## config.mk

```make
export PLATFORM = sky130hd
export DESIGN_NAME = spi_core_transfer_config
export DESIGN_NICKNAME = d
export VERILOG_FILES = /design/src/pkg/spi_xfer_pkg.sv /design/src/verilog/spi_word_fifo.sv /design/src/verilog/spi_core_transfer_config.sv
export SDC_FILE = /design/constraint.sdc
export NUM_CORES = 1
export LEC_CHECK = 0
export ABC_AREA = 0
export CAP_MARGIN = 20
export CORE_ASPECT_RATIO = 1.5
export CORE_MARGIN = 8
export CORE_UTILIZATION = 54
export DETAILED_ROUTE_END_ITERATION = 7
export DONT_BUFFER_PORTS = 1
export MAX_ROUTING_LAYER = met4
export PLACE_DENSITY_LB_ADDON = 0.2
export REMOVE_ABC_BUFFERS = 1
export SYNTH_ARGS = -nofsm -noshare
export SYNTH_HDL_FRONTEND = slang
export SYNTH_SLANG_ARGS = --single-unit
export TNS_END_PERCENT = 30
```

## constraint.sdc

```tcl
create_clock -name clk -period 5.72 [get_ports clk]
set_input_delay 0.572 -clock clk [delete_from_list [all_inputs] [get_ports clk]]
set_output_delay 0.572 -clock clk [all_outputs]
set_load 0.05 [all_outputs]
```

## src/pkg/spi_xfer_pkg.sv

```systemverilog
package spi_xfer_pkg;
   // ----------------------------------------
   // word and buffer sizes
   // ----------------------------------------
   localparam int WORD_W = 32;
   localparam int FIFO_DEPTH = 8;
   localparam int BUF_DEPTH = 2;
   localparam int DIV_W = 8;
   localparam int SEL_W = 8;
   // ----------------------------------------
   // control word field positions
   // ----------------------------------------
   localparam int CTL_VARCLK_BIT = 23;
   localparam int CTL_FIFO_BIT = 21;
   localparam int CTL_SLAVE_BIT = 18;
   localparam int CTL_GAP_MSB = 15;
   localparam int CTL_GAP_LSB = 12;
   localparam int CTL_POL_BIT = 11;
   localparam int CTL_LSB_BIT = 10;
   localparam int CTL_LEN_MSB = 7;
   localparam int CTL_LEN_LSB = 3;
   localparam int CTL_DRV_BIT = 2;
   localparam int CTL_SMP_BIT = 1;
   localparam logic [31:0] CTL_RESET = 32'h0000_3000;
   // ----------------------------------------
   // select config field positions
   // ----------------------------------------
   localparam int SEL_LEVEL_BIT = 2;
   localparam int SEL_TRIG_BIT = 4;
   localparam logic [7:0] SEL_RESET = 8'h00;
   // ----------------------------------------
   // word length in bits; gap counts in half serial clock periods
   // ----------------------------------------
   localparam logic [5:0] LEN_FULL = 6'h20;
   localparam logic [5:0] GAP_BASE_HALVES = 6'h01;
   localparam logic [5:0] GAP_VARCLK_HALVES = 6'h0D;
   localparam logic [5:0] GAP_PLAIN_HALVES = 6'h01;
   typedef enum logic [1:0] {
      ST_IDLE = 2'b00,
      ST_SHIFT = 2'b01,
      ST_GAP = 2'b11
   } master_state_t;
endpackage

```

## src/verilog/spi_word_fifo.sv

```systemverilog
`timescale 1ns/1ps
module spi_word_fifo #(
   parameter int WIDTH = 32,
   parameter int DEPTH = 8
) (
   input wire logic clk,
   input wire logic rst_n,
   input wire logic [WIDTH-1:0] in_data,
   input wire logic in_valid,
   output logic in_ready,
   output logic [WIDTH-1:0] out_data,
   output logic out_valid,
   input wire logic out_ready
);
   localparam int AW = $clog2(DEPTH);
   logic [WIDTH-1:0] mem [DEPTH];
   logic [AW-1:0] wr_q, rd_q, rd_d;
   logic [AW:0] cnt_q, cnt_d;
   logic room_q, avail_q;
   logic [WIDTH-1:0] head_q, head_d;
   logic push, pop;

   assign push = in_valid & room_q;
   assign pop = out_ready & avail_q;
   // ready, valid and the head word all leave straight from flops
   assign in_ready = room_q;
   assign out_valid = avail_q;
   assign out_data = head_q;
   assign rd_d = pop ? rd_q + AW'(1) : rd_q;
   // a word written into the slot about to be read bypasses the array
   assign head_d = (push && wr_q == rd_d) ? in_data : mem[rd_d];

   always_comb begin
      cnt_d = cnt_q;
      if (push && !pop) begin
         cnt_d = cnt_q + (AW+1)'(1);
      end else if (pop && !push) begin
         cnt_d = cnt_q - (AW+1)'(1);
      end
   end

   always_ff @(posedge clk or negedge rst_n) begin
      if (!rst_n) begin
         cnt_q <= '0;
         room_q <= 1'b1;
         avail_q <= 1'b0;
         head_q <= '0;
         wr_q <= '0;
         rd_q <= '0;
      end else begin
         cnt_q <= cnt_d;
         room_q <= (cnt_d != (AW+1)'(DEPTH));
         avail_q <= (cnt_d != '0);
         head_q <= head_d;
         if (push) begin
            wr_q <= wr_q + AW'(1);
         end
         rd_q <= rd_d;
      end
   end

   // storage carries no reset so it maps onto plain memory
   always_ff @(posedge clk) begin
      if (push) begin
         mem[wr_q] <= in_data;
      end
   end
endmodule

```

## src/verilog/spi_core_transfer_config.sv

```systemverilog
`timescale 1ns/1ps
module spi_core_transfer_config (
   input wire logic clk,
   input wire logic rst_n,
   input wire logic enable,
   input wire logic [31:0] control_word,
   input wire logic [spi_xfer_pkg::SEL_W-1:0] select_config,
   input wire logic [spi_xfer_pkg::DIV_W-1:0] divider,
   input wire logic [spi_xfer_pkg::WORD_W-1:0] tx_data,
   input wire logic tx_valid,
   output logic tx_ready,
   output logic [spi_xfer_pkg::WORD_W-1:0] rx_data,
   output logic rx_valid,
   input wire logic rx_ready,
   output logic busy,
   output logic transfer_done,
   output logic level_mode_complete_flag,
   input wire logic serial_clock_pin_in,
   output logic serial_clock_pin_out,
   output logic serial_clock_pin_oe_n,
   input wire logic select_pin_in,
   output logic select_pin_out,
   output logic select_pin_oe_n,
   input wire logic master_out_pin_in,
   output logic master_out_pin_out,
   output logic master_out_pin_oe_n,
   input wire logic master_in_pin_in,
   output logic master_in_pin_out,
   output logic master_in_pin_oe_n
);
   import spi_xfer_pkg::*;

   master_state_t st_q, st_d;
   logic [31:0] cfg_q;
   logic [SEL_W-1:0] sel_q;
   logic [DIV_W-1:0] div_q, div_cnt_q;
   logic [6:0] edge_cnt_q;
   logic [5:0] gap_cnt_q, samp_cnt_q, len, gap_halves;
   logic [WORD_W-1:0] tx_sh_q, rx_sh_q, fifo_word, tx_word;
   logic sclk_q, dout_q, busy_q, sel_out_q, done_q, flag_q, rx_push_q;
   logic sclk_oe_n_q, sel_oe_n_q, mo_oe_n_q, mi_oe_n_q;
   logic sclk_in_q, sclk_prev_q, ss_in_q, ss_prev_q, mosi_in_q, s_act_q;
   logic cfg_slave, cfg_pol, cfg_lsb, level_trig, ss_act, ss_prev_act;
   logic tick, last_edge, more_ok, take_m, m_done;
   logic s_start, s_end, s_full, s_load, s_push;
   logic edge_ev, edge_rise, drive_ev, sample_ev, sdi, take_any;
   logic tx_out_valid, rx_in_ready, buf_valid, buf_ready;
   logic [WORD_W-1:0] buf_data;

   assign cfg_slave = cfg_q[CTL_SLAVE_BIT];
   assign cfg_pol = cfg_q[CTL_POL_BIT];
   assign cfg_lsb = cfg_q[CTL_LSB_BIT];
   assign level_trig = ~sel_q[SEL_TRIG_BIT];
   // word length 0 encodes a full 32-bit word
   assign len = (cfg_q[CTL_LEN_MSB:CTL_LEN_LSB] == 5'h00) ? LEN_FULL
                : {1'b0, cfg_q[CTL_LEN_MSB:CTL_LEN_LSB]};

   function automatic logic [4:0] bit_pos(input logic [5:0] n, input logic [5:0] l,
                                          input logic lsb_first);
      logic [5:0] p;
      p = lsb_first ? n : l - 6'h01 - n;
      return p[4:0];
   endfunction
   // ----------------------------------------
   // transmit, receive and output buffering
   // ----------------------------------------
   spi_word_fifo #(.WIDTH(WORD_W), .DEPTH(FIFO_DEPTH)) u_tx_fifo (
      .clk(clk),
      .rst_n(rst_n),
      .in_data(tx_data),
      .in_valid(tx_valid),
      .in_ready(tx_ready),
      .out_data(fifo_word),
      .out_valid(tx_out_valid),
      .out_ready(take_any)
   );

   spi_word_fifo #(.WIDTH(WORD_W), .DEPTH(FIFO_DEPTH)) u_rx_fifo (
      .clk(clk),
      .rst_n(rst_n),
      .in_data(rx_sh_q),
      .in_valid(rx_push_q),
      .in_ready(rx_in_ready),
      .out_data(buf_data),
      .out_valid(buf_valid),
      .out_ready(buf_ready)
   );

   spi_word_fifo #(.WIDTH(WORD_W), .DEPTH(BUF_DEPTH)) u_out_buf (
      .clk(clk),
      .rst_n(rst_n),
      .in_data(buf_data),
      .in_valid(buf_valid),
      .in_ready(buf_ready),
      .out_data(rx_data),
      .out_valid(rx_valid),
      .out_ready(rx_ready)
   );

   assign tx_word = tx_out_valid ? fifo_word : '0;
   // ----------------------------------------
   // configuration capture
   // ----------------------------------------
   // a word in flight keeps its settings; changes wait for idle
   always_ff @(posedge clk or negedge rst_n) begin
      if (!rst_n) begin
         cfg_q <= CTL_RESET;
         sel_q <= SEL_RESET;
         div_q <= '0;
      end else if (st_q == ST_IDLE && !s_act_q) begin
         cfg_q <= control_word;
         sel_q <= select_config;
         div_q <= divider;
      end
   end
   // ----------------------------------------
   // master sequencing
   // ----------------------------------------
   assign tick = (div_cnt_q == div_q);
   assign last_edge = (edge_cnt_q + 7'h01) == {len, 1'b0};
   // a new word needs room for its answer, so a full receiver stalls
   assign more_ok = enable & tx_out_valid & rx_in_ready;

   always_comb begin
      if (!cfg_q[CTL_FIFO_BIT]) begin
         gap_halves = GAP_PLAIN_HALVES;
      end else if (cfg_q[CTL_VARCLK_BIT]) begin
         gap_halves = GAP_VARCLK_HALVES + {1'b0, cfg_q[CTL_GAP_MSB:CTL_GAP_LSB], 1'b0};
      end else begin
         gap_halves = GAP_BASE_HALVES + {1'b0, cfg_q[CTL_GAP_MSB:CTL_GAP_LSB], 1'b0};
      end
   end

   always_comb begin
      st_d = st_q;
      take_m = 1'b0;
      m_done = 1'b0;
      unique case (st_q)
         ST_IDLE: begin
            if (more_ok && !cfg_slave) begin
               take_m = 1'b1;
               st_d = ST_SHIFT;
            end
         end
         ST_SHIFT: begin
            if (tick && last_edge) begin
               m_done = 1'b1;
               if (gap_halves != GAP_BASE_HALVES) begin
                  st_d = ST_GAP;
               end else if (more_ok) begin
                  take_m = 1'b1;
               end else begin
                  st_d = ST_IDLE;
               end
            end
         end
         ST_GAP: begin
            if (tick && gap_cnt_q == 6'h01) begin
               take_m = more_ok;
               st_d = more_ok ? ST_SHIFT : ST_IDLE;
            end
         end
         default: st_d = ST_IDLE;
      endcase
   end

   always_ff @(posedge clk or negedge rst_n) begin
      if (!rst_n) begin
         st_q <= ST_IDLE;
         div_cnt_q <= '0;
         edge_cnt_q <= '0;
         gap_cnt_q <= '0;
      end else begin
         st_q <= st_d;
         div_cnt_q <= (tick || st_q == ST_IDLE) ? '0 : div_cnt_q + 8'h01;
         if (take_m) begin
            edge_cnt_q <= '0;
         end else if (st_q == ST_SHIFT && tick) begin
            edge_cnt_q <= edge_cnt_q + 7'h01;
         end
         if (m_done) begin
            gap_cnt_q <= gap_halves - 6'h01;
         end else if (st_q == ST_GAP && tick) begin
            gap_cnt_q <= gap_cnt_q - 6'h01;
         end
      end
   end

   // serial clock toggles once per divided tick, resting at polarity
   always_ff @(posedge clk or negedge rst_n) begin
      if (!rst_n) begin
         sclk_q <= 1'b0;
      end else if (st_q == ST_SHIFT && tick) begin
         sclk_q <= ~sclk_q;
      end else if (st_q == ST_IDLE) begin
         sclk_q <= cfg_pol;
      end
   end
   // ----------------------------------------
   // slave select tracking
   // ----------------------------------------
   // pins are synchronous to clk; one stage aligns data with clock edges
   assign ss_act = (ss_in_q == sel_q[SEL_LEVEL_BIT]);
   assign ss_prev_act = (ss_prev_q == sel_q[SEL_LEVEL_BIT]);
   assign s_start = cfg_slave & ss_act & ~s_act_q & (level_trig | ~ss_prev_act);
   assign s_end = s_act_q & ~ss_act;
   assign s_full = s_act_q & ss_act & level_trig & (samp_cnt_q == len);
   assign s_load = s_start | s_full;
   assign s_push = (s_end & (samp_cnt_q != 6'h00)) | s_full;

   always_ff @(posedge clk or negedge rst_n) begin
      if (!rst_n) begin
         sclk_in_q <= 1'b0;
         sclk_prev_q <= 1'b0;
         ss_in_q <= 1'b1;
         ss_prev_q <= 1'b1;
         mosi_in_q <= 1'b0;
         s_act_q <= 1'b0;
      end else begin
         sclk_in_q <= serial_clock_pin_in;
         sclk_prev_q <= sclk_in_q;
         ss_in_q <= select_pin_in;
         ss_prev_q <= ss_in_q;
         mosi_in_q <= master_out_pin_in;
         if (s_start) begin
            s_act_q <= 1'b1;
         end else if (s_end || !cfg_slave) begin
            s_act_q <= 1'b0;
         end
      end
   end
   // ----------------------------------------
   // shared shift engine
   // ----------------------------------------
   assign edge_ev = cfg_slave ? (s_act_q & (sclk_in_q ^ sclk_prev_q))
                    : (st_q == ST_SHIFT && tick);
   assign edge_rise = cfg_slave ? sclk_in_q : ~sclk_q;
   assign drive_ev = edge_ev & (edge_rise ^ cfg_q[CTL_DRV_BIT]);
   assign sample_ev = edge_ev & (edge_rise ^ cfg_q[CTL_SMP_BIT]) & (samp_cnt_q < len);
   assign sdi = cfg_slave ? mosi_in_q : master_in_pin_in;
   assign take_any = take_m | s_load;

   // the closing edge may sample while the next word loads; both land
   always_ff @(posedge clk or negedge rst_n) begin
      if (!rst_n) begin
         tx_sh_q <= '0;
         rx_sh_q <= '0;
         samp_cnt_q <= '0;
         dout_q <= 1'b0;
      end else begin
         if (s_start) begin
            rx_sh_q <= '0;
         end else if (sample_ev) begin
            rx_sh_q[bit_pos(samp_cnt_q, len, cfg_lsb)] <= sdi;
         end
         if (sample_ev) begin
            samp_cnt_q <= samp_cnt_q + 6'h01;
         end
         if (drive_ev && samp_cnt_q < len) begin
            dout_q <= tx_sh_q[bit_pos(samp_cnt_q, len, cfg_lsb)];
         end
         if (take_any) begin
            tx_sh_q <= tx_word;
            dout_q <= tx_word[bit_pos(6'h00, len, cfg_lsb)];
            samp_cnt_q <= '0;
         end
      end
   end
   // ----------------------------------------
   // status and pin drivers
   // ----------------------------------------
   always_ff @(posedge clk or negedge rst_n) begin
      if (!rst_n) begin
         rx_push_q <= 1'b0;
         done_q <= 1'b0;
         flag_q <= 1'b0;
         busy_q <= 1'b0;
      end else begin
         // slave words beyond a full receive fifo are dropped
         rx_push_q <= m_done | s_push;
         done_q <= m_done | (s_end & (~level_trig | s_push)) | s_full;
         if (cfg_slave && level_trig && ((s_end && s_push) || s_full)) begin
            flag_q <= (samp_cnt_q == len);
         end
         busy_q <= (st_d != ST_IDLE) | s_act_q;
      end
   end

   always_ff @(posedge clk or negedge rst_n) begin
      if (!rst_n) begin
         sel_out_q <= 1'b1;
         sclk_oe_n_q <= 1'b1;
         sel_oe_n_q <= 1'b1;
         mo_oe_n_q <= 1'b1;
         mi_oe_n_q <= 1'b1;
      end else begin
         sel_out_q <= (st_d != ST_IDLE) ? sel_q[SEL_LEVEL_BIT] : ~sel_q[SEL_LEVEL_BIT];
         sclk_oe_n_q <= cfg_slave;
         sel_oe_n_q <= cfg_slave;
         mo_oe_n_q <= cfg_slave;
         mi_oe_n_q <= ~(cfg_slave & s_act_q);
      end
   end

   assign serial_clock_pin_out = sclk_q;
   assign serial_clock_pin_oe_n = sclk_oe_n_q;
   assign select_pin_out = sel_out_q;
   assign select_pin_oe_n = sel_oe_n_q;
   assign master_out_pin_out = dout_q;
   assign master_out_pin_oe_n = mo_oe_n_q;
   assign master_in_pin_out = dout_q;
   assign master_in_pin_oe_n = mi_oe_n_q;
   assign busy = busy_q;
   assign transfer_done = done_q;
   assign level_mode_complete_flag = flag_q;
endmodule

```

==> results of run 1 <==
## state kept, by name, indices dropped and copies added (netlist names), 2 cells and up
register,cells
u_tx_fifo.mem,256
rx_sh_q,32
gap_cnt_q,6
u_out_buf.cnt_q,2
edge_cnt_q,7
cfg_q,16
u_tx_fifo.out_data,32
u_tx_fifo.cnt_q,4
u_out_buf.out_data,32
u_rx_fifo.rd_q,3
u_rx_fifo.out_data,32
tx_sh_q,32
u_out_buf.mem,64
u_tx_fifo.wr_q,3
sel_q,2
div_cnt_q,8
div_q,8
samp_cnt_q,6
u_rx_fifo.mem,256
st_q,2
u_rx_fifo.wr_q,3
u_rx_fifo.cnt_q,4
u_tx_fifo.rd_q,3
## stage by stage
| stage | hold WS [ns] | setup TNS (ns) | util |
|---|---|---|---|
| after global routing | -0.3913 | 0 | 0.5962 |
| after detailed placement | 0.2916 | 0 | 0.5567 |
| final | -0.3559 | 0 | 0.5962 |
| after CTS | -0.3899 | 0 | 0.5956 |
| after global placement | 0.2905 | 0 | 0.5567 |
| after floorplan | 0.2764 | -531.77 | - |
## cell type report
cell class	instances	area [um2]
flip-flops and latches	836	23820
inverters	72	270.3
diodes	5	12.51
well taps	900	1126
clock inverters	35	322.8
repair buffers	58	575.6
fillers	5270	27780
clock buffers	115	2323
multi-input cells	1657	12570
## power by group
| part | leakage (nW) | switching (mW) | internal (mW) |
|---|---|---|---|
| combinational | 5.80 | 6.23 | 4.32 |
| clock | 1.28 | 2.22 | 3.07 |
| sequential | 8.57 | 1.58 | 7.95 |
## worst max-delay path, stage by stage, from the launching register on
cell and delay (ns):
dfrtp_1 0.46, nor3_1 0.33, nand3_1 0.22, ha_1 0.34, nand4_1 0.17, or3_1 0.43, o311ai_2 0.55, o21a_4 0.23
buf_12 0.39, buf_4 0.70, a221oi_1 0.22, a21o_1 0.21, nand3_1 0.08, nand4_1 0.10, mux2i_1 0.16
## cell usage in the layout (no fill, tap or decap), types with 10 or more instances in the layout
master and count:
edfxtp_1 576, a22oi_1 259, dfrtp_1 249, nand2_1 189, nand3_1 183, a21o_1 132, a221oi_1 128, mux2i_1 122
nor2_1 88, clkbuf_16 85, inv_1 71, mux4_2 69, o21ai_0 65, a21oi_1 57, buf_4 45, xnor2_1 38
nand4_1 38, xor2_1 29, ha_1 26, o211ai_1 23, mux2_2 21, o31ai_1 21, clkbuf_1 21, nor3_1 19
a31oi_1 11, nand2b_1 11, and3_1 10, dfstp_2 10, clkinv_2 10
## routing by layer
| metal | part of all wire | wire (um) | up-vias | global-route usage |
|---|---|---|---|---|
| met1 | 0.37 | 32110 | 12044 | 0.2434 |
| met2 | 0.53 | 46770 | 807 | 0.4057 |
| li1 | - | - | 10724 | - |
| met4 | 0.034 | 3005 | 0 | 0.09097 |
| met5 | 0 | 0 | - | - |
| met3 | 0.067 | 5848 | 207 | 0.04521 |
## kinds of logic (layout without fill, tap and decap cells)
logic type	Yosys count	count (layout)	synth area share
buf+inv	291	280	0.03178
other cells	0	5	0
simple gates	602	602	0.07643
mux	217	217	0.08209
compound gates	738	738	0.1451
xor+xnor	73	73	0.01788
flops	836	836	0.6375
fa+ha+maj	27	27	0.009243
## how the worst max path moves through the flow
stage / to / slack (ns)
5_1_grt: u_tx_fifo.out_data[24]$_DFF_PN0_ / 0.35
6_report: u_tx_fifo.out_data[23]$_DFF_PN0_ / 0.59
2_1_floorplan: u_tx_fifo.out_data[0]$_DFF_PN0_ / -11.21
3_3_place_gp: u_tx_fifo.out_data[8]$_DFF_PN0_ / 0.96
4_1_cts: u_tx_fifo.out_data[23]$_DFF_PN0_ / 0.77
3_5_place_dp: u_tx_fifo.out_data[23]$_DFF_PN0_ / 0.79
==> summary.md, run 1 <==
| Metric | Value |
|---|---|
| Status | finished with violations |
| Failing checks | negative hold slack |
| Crit path capture type | flop |
| Worst EP arrival | 5.68 ns |
| Register area share after synthesis | 0.6375 |
| Crit-path max FO | 194 |
| Peak Freq | 195.0 MHz |
| R2R depth | 14 |
| # rows | 118 |
| Hold WS | -0.3559 ns |
| Core area | 0.06880 mm2 |
| Reg2reg end | u_tx_fifo.out_data[23]$_DFF_PN0_ |
| Total power | 25.35 mW |
| # Max-Cap Violations | 0 |
| Area growth from synthesis to layout | 9.789% |
| # port buffers | 0 |
| Mapped cell area | 0.03736 mm2 |
| Most frequent cell after synthesis | edfxtp_1 |
| CTS buffer count | 81 |
| Top cell type by total area after synthesis | edfxtp_1 |
| Post-synth EDFFs | 576 |
| Final worst slack | 0.5924 ns |
| Initial antenna violation count | 5 |
| Yosys reg bits | 836 |
| Slew Limit Fails | 0 |
| Fin nets | 2822 |
| Crit path required time | 6.27 ns |
| Rel. slew slack | 0.2053 |
| Detail Placement HPWL | 50390 um |
| Post-route ant nets | 0 |
| Gr ovfl total | 0 |
| Final hold violations | 255 |
| Num ports | 134 |
| Fin crit period | 5.128 ns |
| Gr usage total | 0.2268 |
| Pre-CTS worst setup slack | 0.7915 ns |
| Critical Path Source | cfg_q[5]$_DFFE_PN0P_ |
| GP Congestion | 0.8062 |
| Worst-skew pair later-pin latency | 0.63 ns |
| Wire per inst | 23.85 um |
| Power per cell area | 618.1 mW/mm2 |
| Initial DRC count | 2117 |
| Clock-pin slew on the worst setup and hold paths | 0.06 ns |
| Cell at the root of the clock tree | clkbuf_16 |
| Max Root-Sink Buffers | 3 |
| Maximum number of pins on one net before global-route repair | 261 |
| Reg2reg start | cfg_q[5]$_DFFE_PN0P_ |
| Most common library cells after synthesis | 576 x edfxtp_1, 259 x a22oi_1, 250 x dfrtp_1 |
| Part of the cycle the worst path needs | 0.8964 |
| Ys Warns | 0 |
| RSZ-0062 raised after global routing | no |
| DRC violations left | 0 |
| # clock sinks | 836 |
| Vias after detailed routing | 23782 |
| Initial core utilization | 0.5430 |
| Post-CTS Setup Bufs | 0 |
| CP Launch Type | flop |
| Post-route cell area | 0.04102 mm2 |
| H-tree levels | 3 |
| Post-Layout Cell Count | 3678 |
| Vias per cell | 6.466 |
| Post-synth top area share | 0.4630 |
| Synth unique cells | 72 |
| Mapped Avg Cell Area | 13.42 um2 |
| CTS tree | done |
| Worst Skew | 0.02341 ns |
| Critical setup path kind | flop to flop |
| Peak supply drop | 0.5916 mV |
| Total Die Area | 0.07803 mm2 |
| Number of global-route vias before repair | 24698 |
| Routed WL | 87730 um |
| Asr flop ratio synth | 0.3110 |
| Layout cell share with drive strength beyond 1 | 0.1176 |
| Synth area leaders | edfxtp_1 46%, dfrtp_1 17%, a22oi_1 5.2% |
| Register-to-Register Setup Slack | 0.59 ns |
| First-pass GRT wire length | 136300 um |
| Most used DFF post-synth | edfxtp_1 |
| Static Leak | 15.66 nW |
| Hold Crit Class | input port to asynchronous set/reset pin |
| Cell count after synthesis | 2784 |
| Die Wd | 230.8 um |
| Pre-antenna DRT Iters | 6 |
| Worst Tran Pin Value | 1.192 ns |
| Post_cts resized | 0 |
| Die height | 338.1 um |
| Final setup fails | 0 |
| Post-Place Cells | 3519 |
| Post-CTS Hold Buffers | 3 |
| Placed inst area | 0.03830 mm2 |
No activity file was read; power rests on OpenSTA's default activity.
==> run 2: changes to the inputs <==
Settings changed: REMOVE_ABC_BUFFERS 1 to unset.
==> summary.md, run 2 (synthesis results as in run 1) <==
| Metric | Value |
|---|---|
| Status | finished with violations |
| Failing checks | negative hold slack |
| Slowest CP cell | o311ai_2 |
| Largest regs | u_rx_fifo.mem x256, u_tx_fifo.mem x256, u_out_buf.mem x64 |
| Vias after detailed routing | 23957 |
| Routed WL | 87430 um |
| Worst Skew | 0.02057 ns |
| CTS tree | done |
| # Max-Cap Violations | 0 |
| Hold WS | -0.3693 ns |
| Final hold violations | 260 |
| Post_cts resized | 0 |
| DRC violations left | 0 |
| Die Wd | 230.8 um |
| Critical Path Max Stage Delay | 0.60 ns |
| Area growth from synthesis to layout | 10.96% |
| Worst EP arrival | 5.55 ns |
| Static Leak | 15.87 nW |
| Fin crit period | 5.003 ns |
| Initial DRC count | 2137 |
| Commonest non-fill, non-tap cells in the layout | 576 x edfxtp_1, 259 x a22oi_1, 249 x dfrtp_1 |
| Part of the cycle the worst path needs | 0.8746 |
| Crit-path max FO | 216 |
| Initial antenna violation count | 2 |
| Max Root-Sink Buffers | 3 |
| CP bufs+invs | 2 |
| Layout cell share with drive strength beyond 1 | 0.1189 |
| Reg2reg start | cfg_q[5]$_DFFE_PN0P_ |
| Pre-antenna DRT Iters | 6 |
| Power per cell area | 615.9 mW/mm2 |
| Slew Limit Fails | 0 |
| Post-Route Setup TNS | 0 ns |
| Fin nets | 2850 |
| Cell at the root of the clock tree | clkbuf_16 |
| CTS buffer count | 79 |
| Die height | 338.1 um |
| Finished Core Util | 0.6026 |
| Mapped Nets | 2900 |
| GP Congestion | 0.8511 |
| Critical Path Source | cfg_q[5]$_DFFE_PN0P_ |
| Crit path to | u_tx_fifo.out_data[15]$_DFF_PN0_ |
| Reg2reg end | u_tx_fifo.out_data[15]$_DFF_PN0_ |
| Post-CTS Setup Bufs | 0 |
| Crit path required time | 6.26 ns |
| Gr usage total | 0.2267 |
| Post-route ant nets | 0 |
| Clock-pin slew on the worst setup and hold paths | 0.07 ns |
| Post-CTS Hold Buffers | 34 |
| CP Launch Type | flop |
| Critical setup path kind | flop to flop |
| RSZ-0062 raised after global routing | no |
| Final setup fails | 0 |
| Crit path capture type | flop |
| Worst-skew pair later-pin latency | 0.64 ns |
| # clock sinks | 836 |
| Rel. slew slack | 0.1296 |
| Peak Freq | 199.9 MHz |
| H-tree levels | 3 |
| Most common cell after layout, fill and taps aside | edfxtp_1 |
| Wire per inst | 23.60 um |
| Total Die Area | 0.07803 mm2 |
| Register-to-Register Setup Slack | 0.72 ns |
| Pre-CTS worst setup slack | 0.8780 ns |
| Gr ovfl total | 0 |
| Initial core utilization | 0.5430 |
| # rows | 118 |
| First-pass GRT wire length | 136300 um |
| Detail Placement HPWL | 49580 um |
| Worst Tran Pin Value | 1.306 ns |
| Maximum number of pins on one net before global-route repair | 261 |
| Num ports | 134 |
| WP depth | 14 |
| # port buffers | 0 |
| R2R depth | 14 |
| Peak supply drop | 0.7095 mV |
| Core area | 0.06880 mm2 |
| Number of global-route vias before repair | 24472 |
| Crit-path leading delay family | compound AO/OA/AOI/OAI gates |
| Crit path cell chain | nor3_1 -> nand3_1 -> ha_1 -> nand4_1 -> or3_1 -> o311ai_2 -> o21a_4 -> buf_12 -> buf_4 -> a22oi_1 -> a21o_1 -> nand3_1 -> nand4_1 -> mux2i_1 |
| Vias per cell | 6.468 |
| Hold Crit Class | input port to asynchronous set/reset pin |
| Final worst slack | 0.7172 ns |
[run 2: changes by cell type in the layout (fill, tap and decap cells not counted), moves of 2 or more]
cell / before / now
clkbuf_8: 8 / 11
clkbuf_1: 21 / 12
diode_2: 5 / 3
inv_16: 0 / 2
dlygate4sd3_1: 3 / 34
clkinvlp_4: 4 / 1
clkinvlp_2: 2 / 0
bufinv_16: 5 / 9
clkinv_2: 10 / 13
buf_12: 9 / 6
[run 2: worst min path at each step]
stage	start	end	depth (start not counted)
2_1_floorplan	rst_n	busy$_DFF_PN0_	0
3_3_place_gp	rst_n	u_out_buf.out_valid$_DFF_PN0_	0
3_5_place_dp	rst_n	u_out_buf.out_valid$_DFF_PN0_	0
4_1_cts	rst_n	u_rx_fifo.out_data[7]$_DFF_PN0_	0
5_1_grt	rst_n	u_out_buf.out_data[5]$_DFF_PN0_	0
6_report	rst_n	u_out_buf.out_data[5]$_DFF_PN0_	0
[run 2: power breakdown]
part | internal (mW) | switching, mW | total, mW
logic | 4.30 | 6.24 | 10.5
clock network | 3.26 | 2.29 | 5.55
registers | 7.95 | 1.49 | 9.44
total | 15.5 | 10.0 | 25.5
[run 2: cell type report]
type                       count  area (um2)
inverter                      72       270.3
antenna                        3       7.507
clock buffer                 108        2306
timing repair buffer          88       868.3
sequential                   836       23820
tap                          900        1126
clock inverter                40       486.7
fill                        5200       27350
multi-input combinational   1657       12570
[run 2: per-stage QoR]
step / instances / area (um2) / power, mW
floorplan: 2784 / 37360 / 17.39
global placement: 3516 / 38250 / 19.64
detailed placement: 3517 / 38270 / 20.06
CTS: 3699 / 41410 / 25.68
global route: 3703 / 41450 / 27.06
finish: 3704 / 41460 / 25.53
[run 2: routing by layer]
layer	vias to the layer above	global-route usage	wire length, um
met1	12135	0.2522	32530
met2	819	0.4028	46940
li1	10774	-	-
met4	0	0.1018	3522
met3	229	0.02847	4432
met5	-	-	0
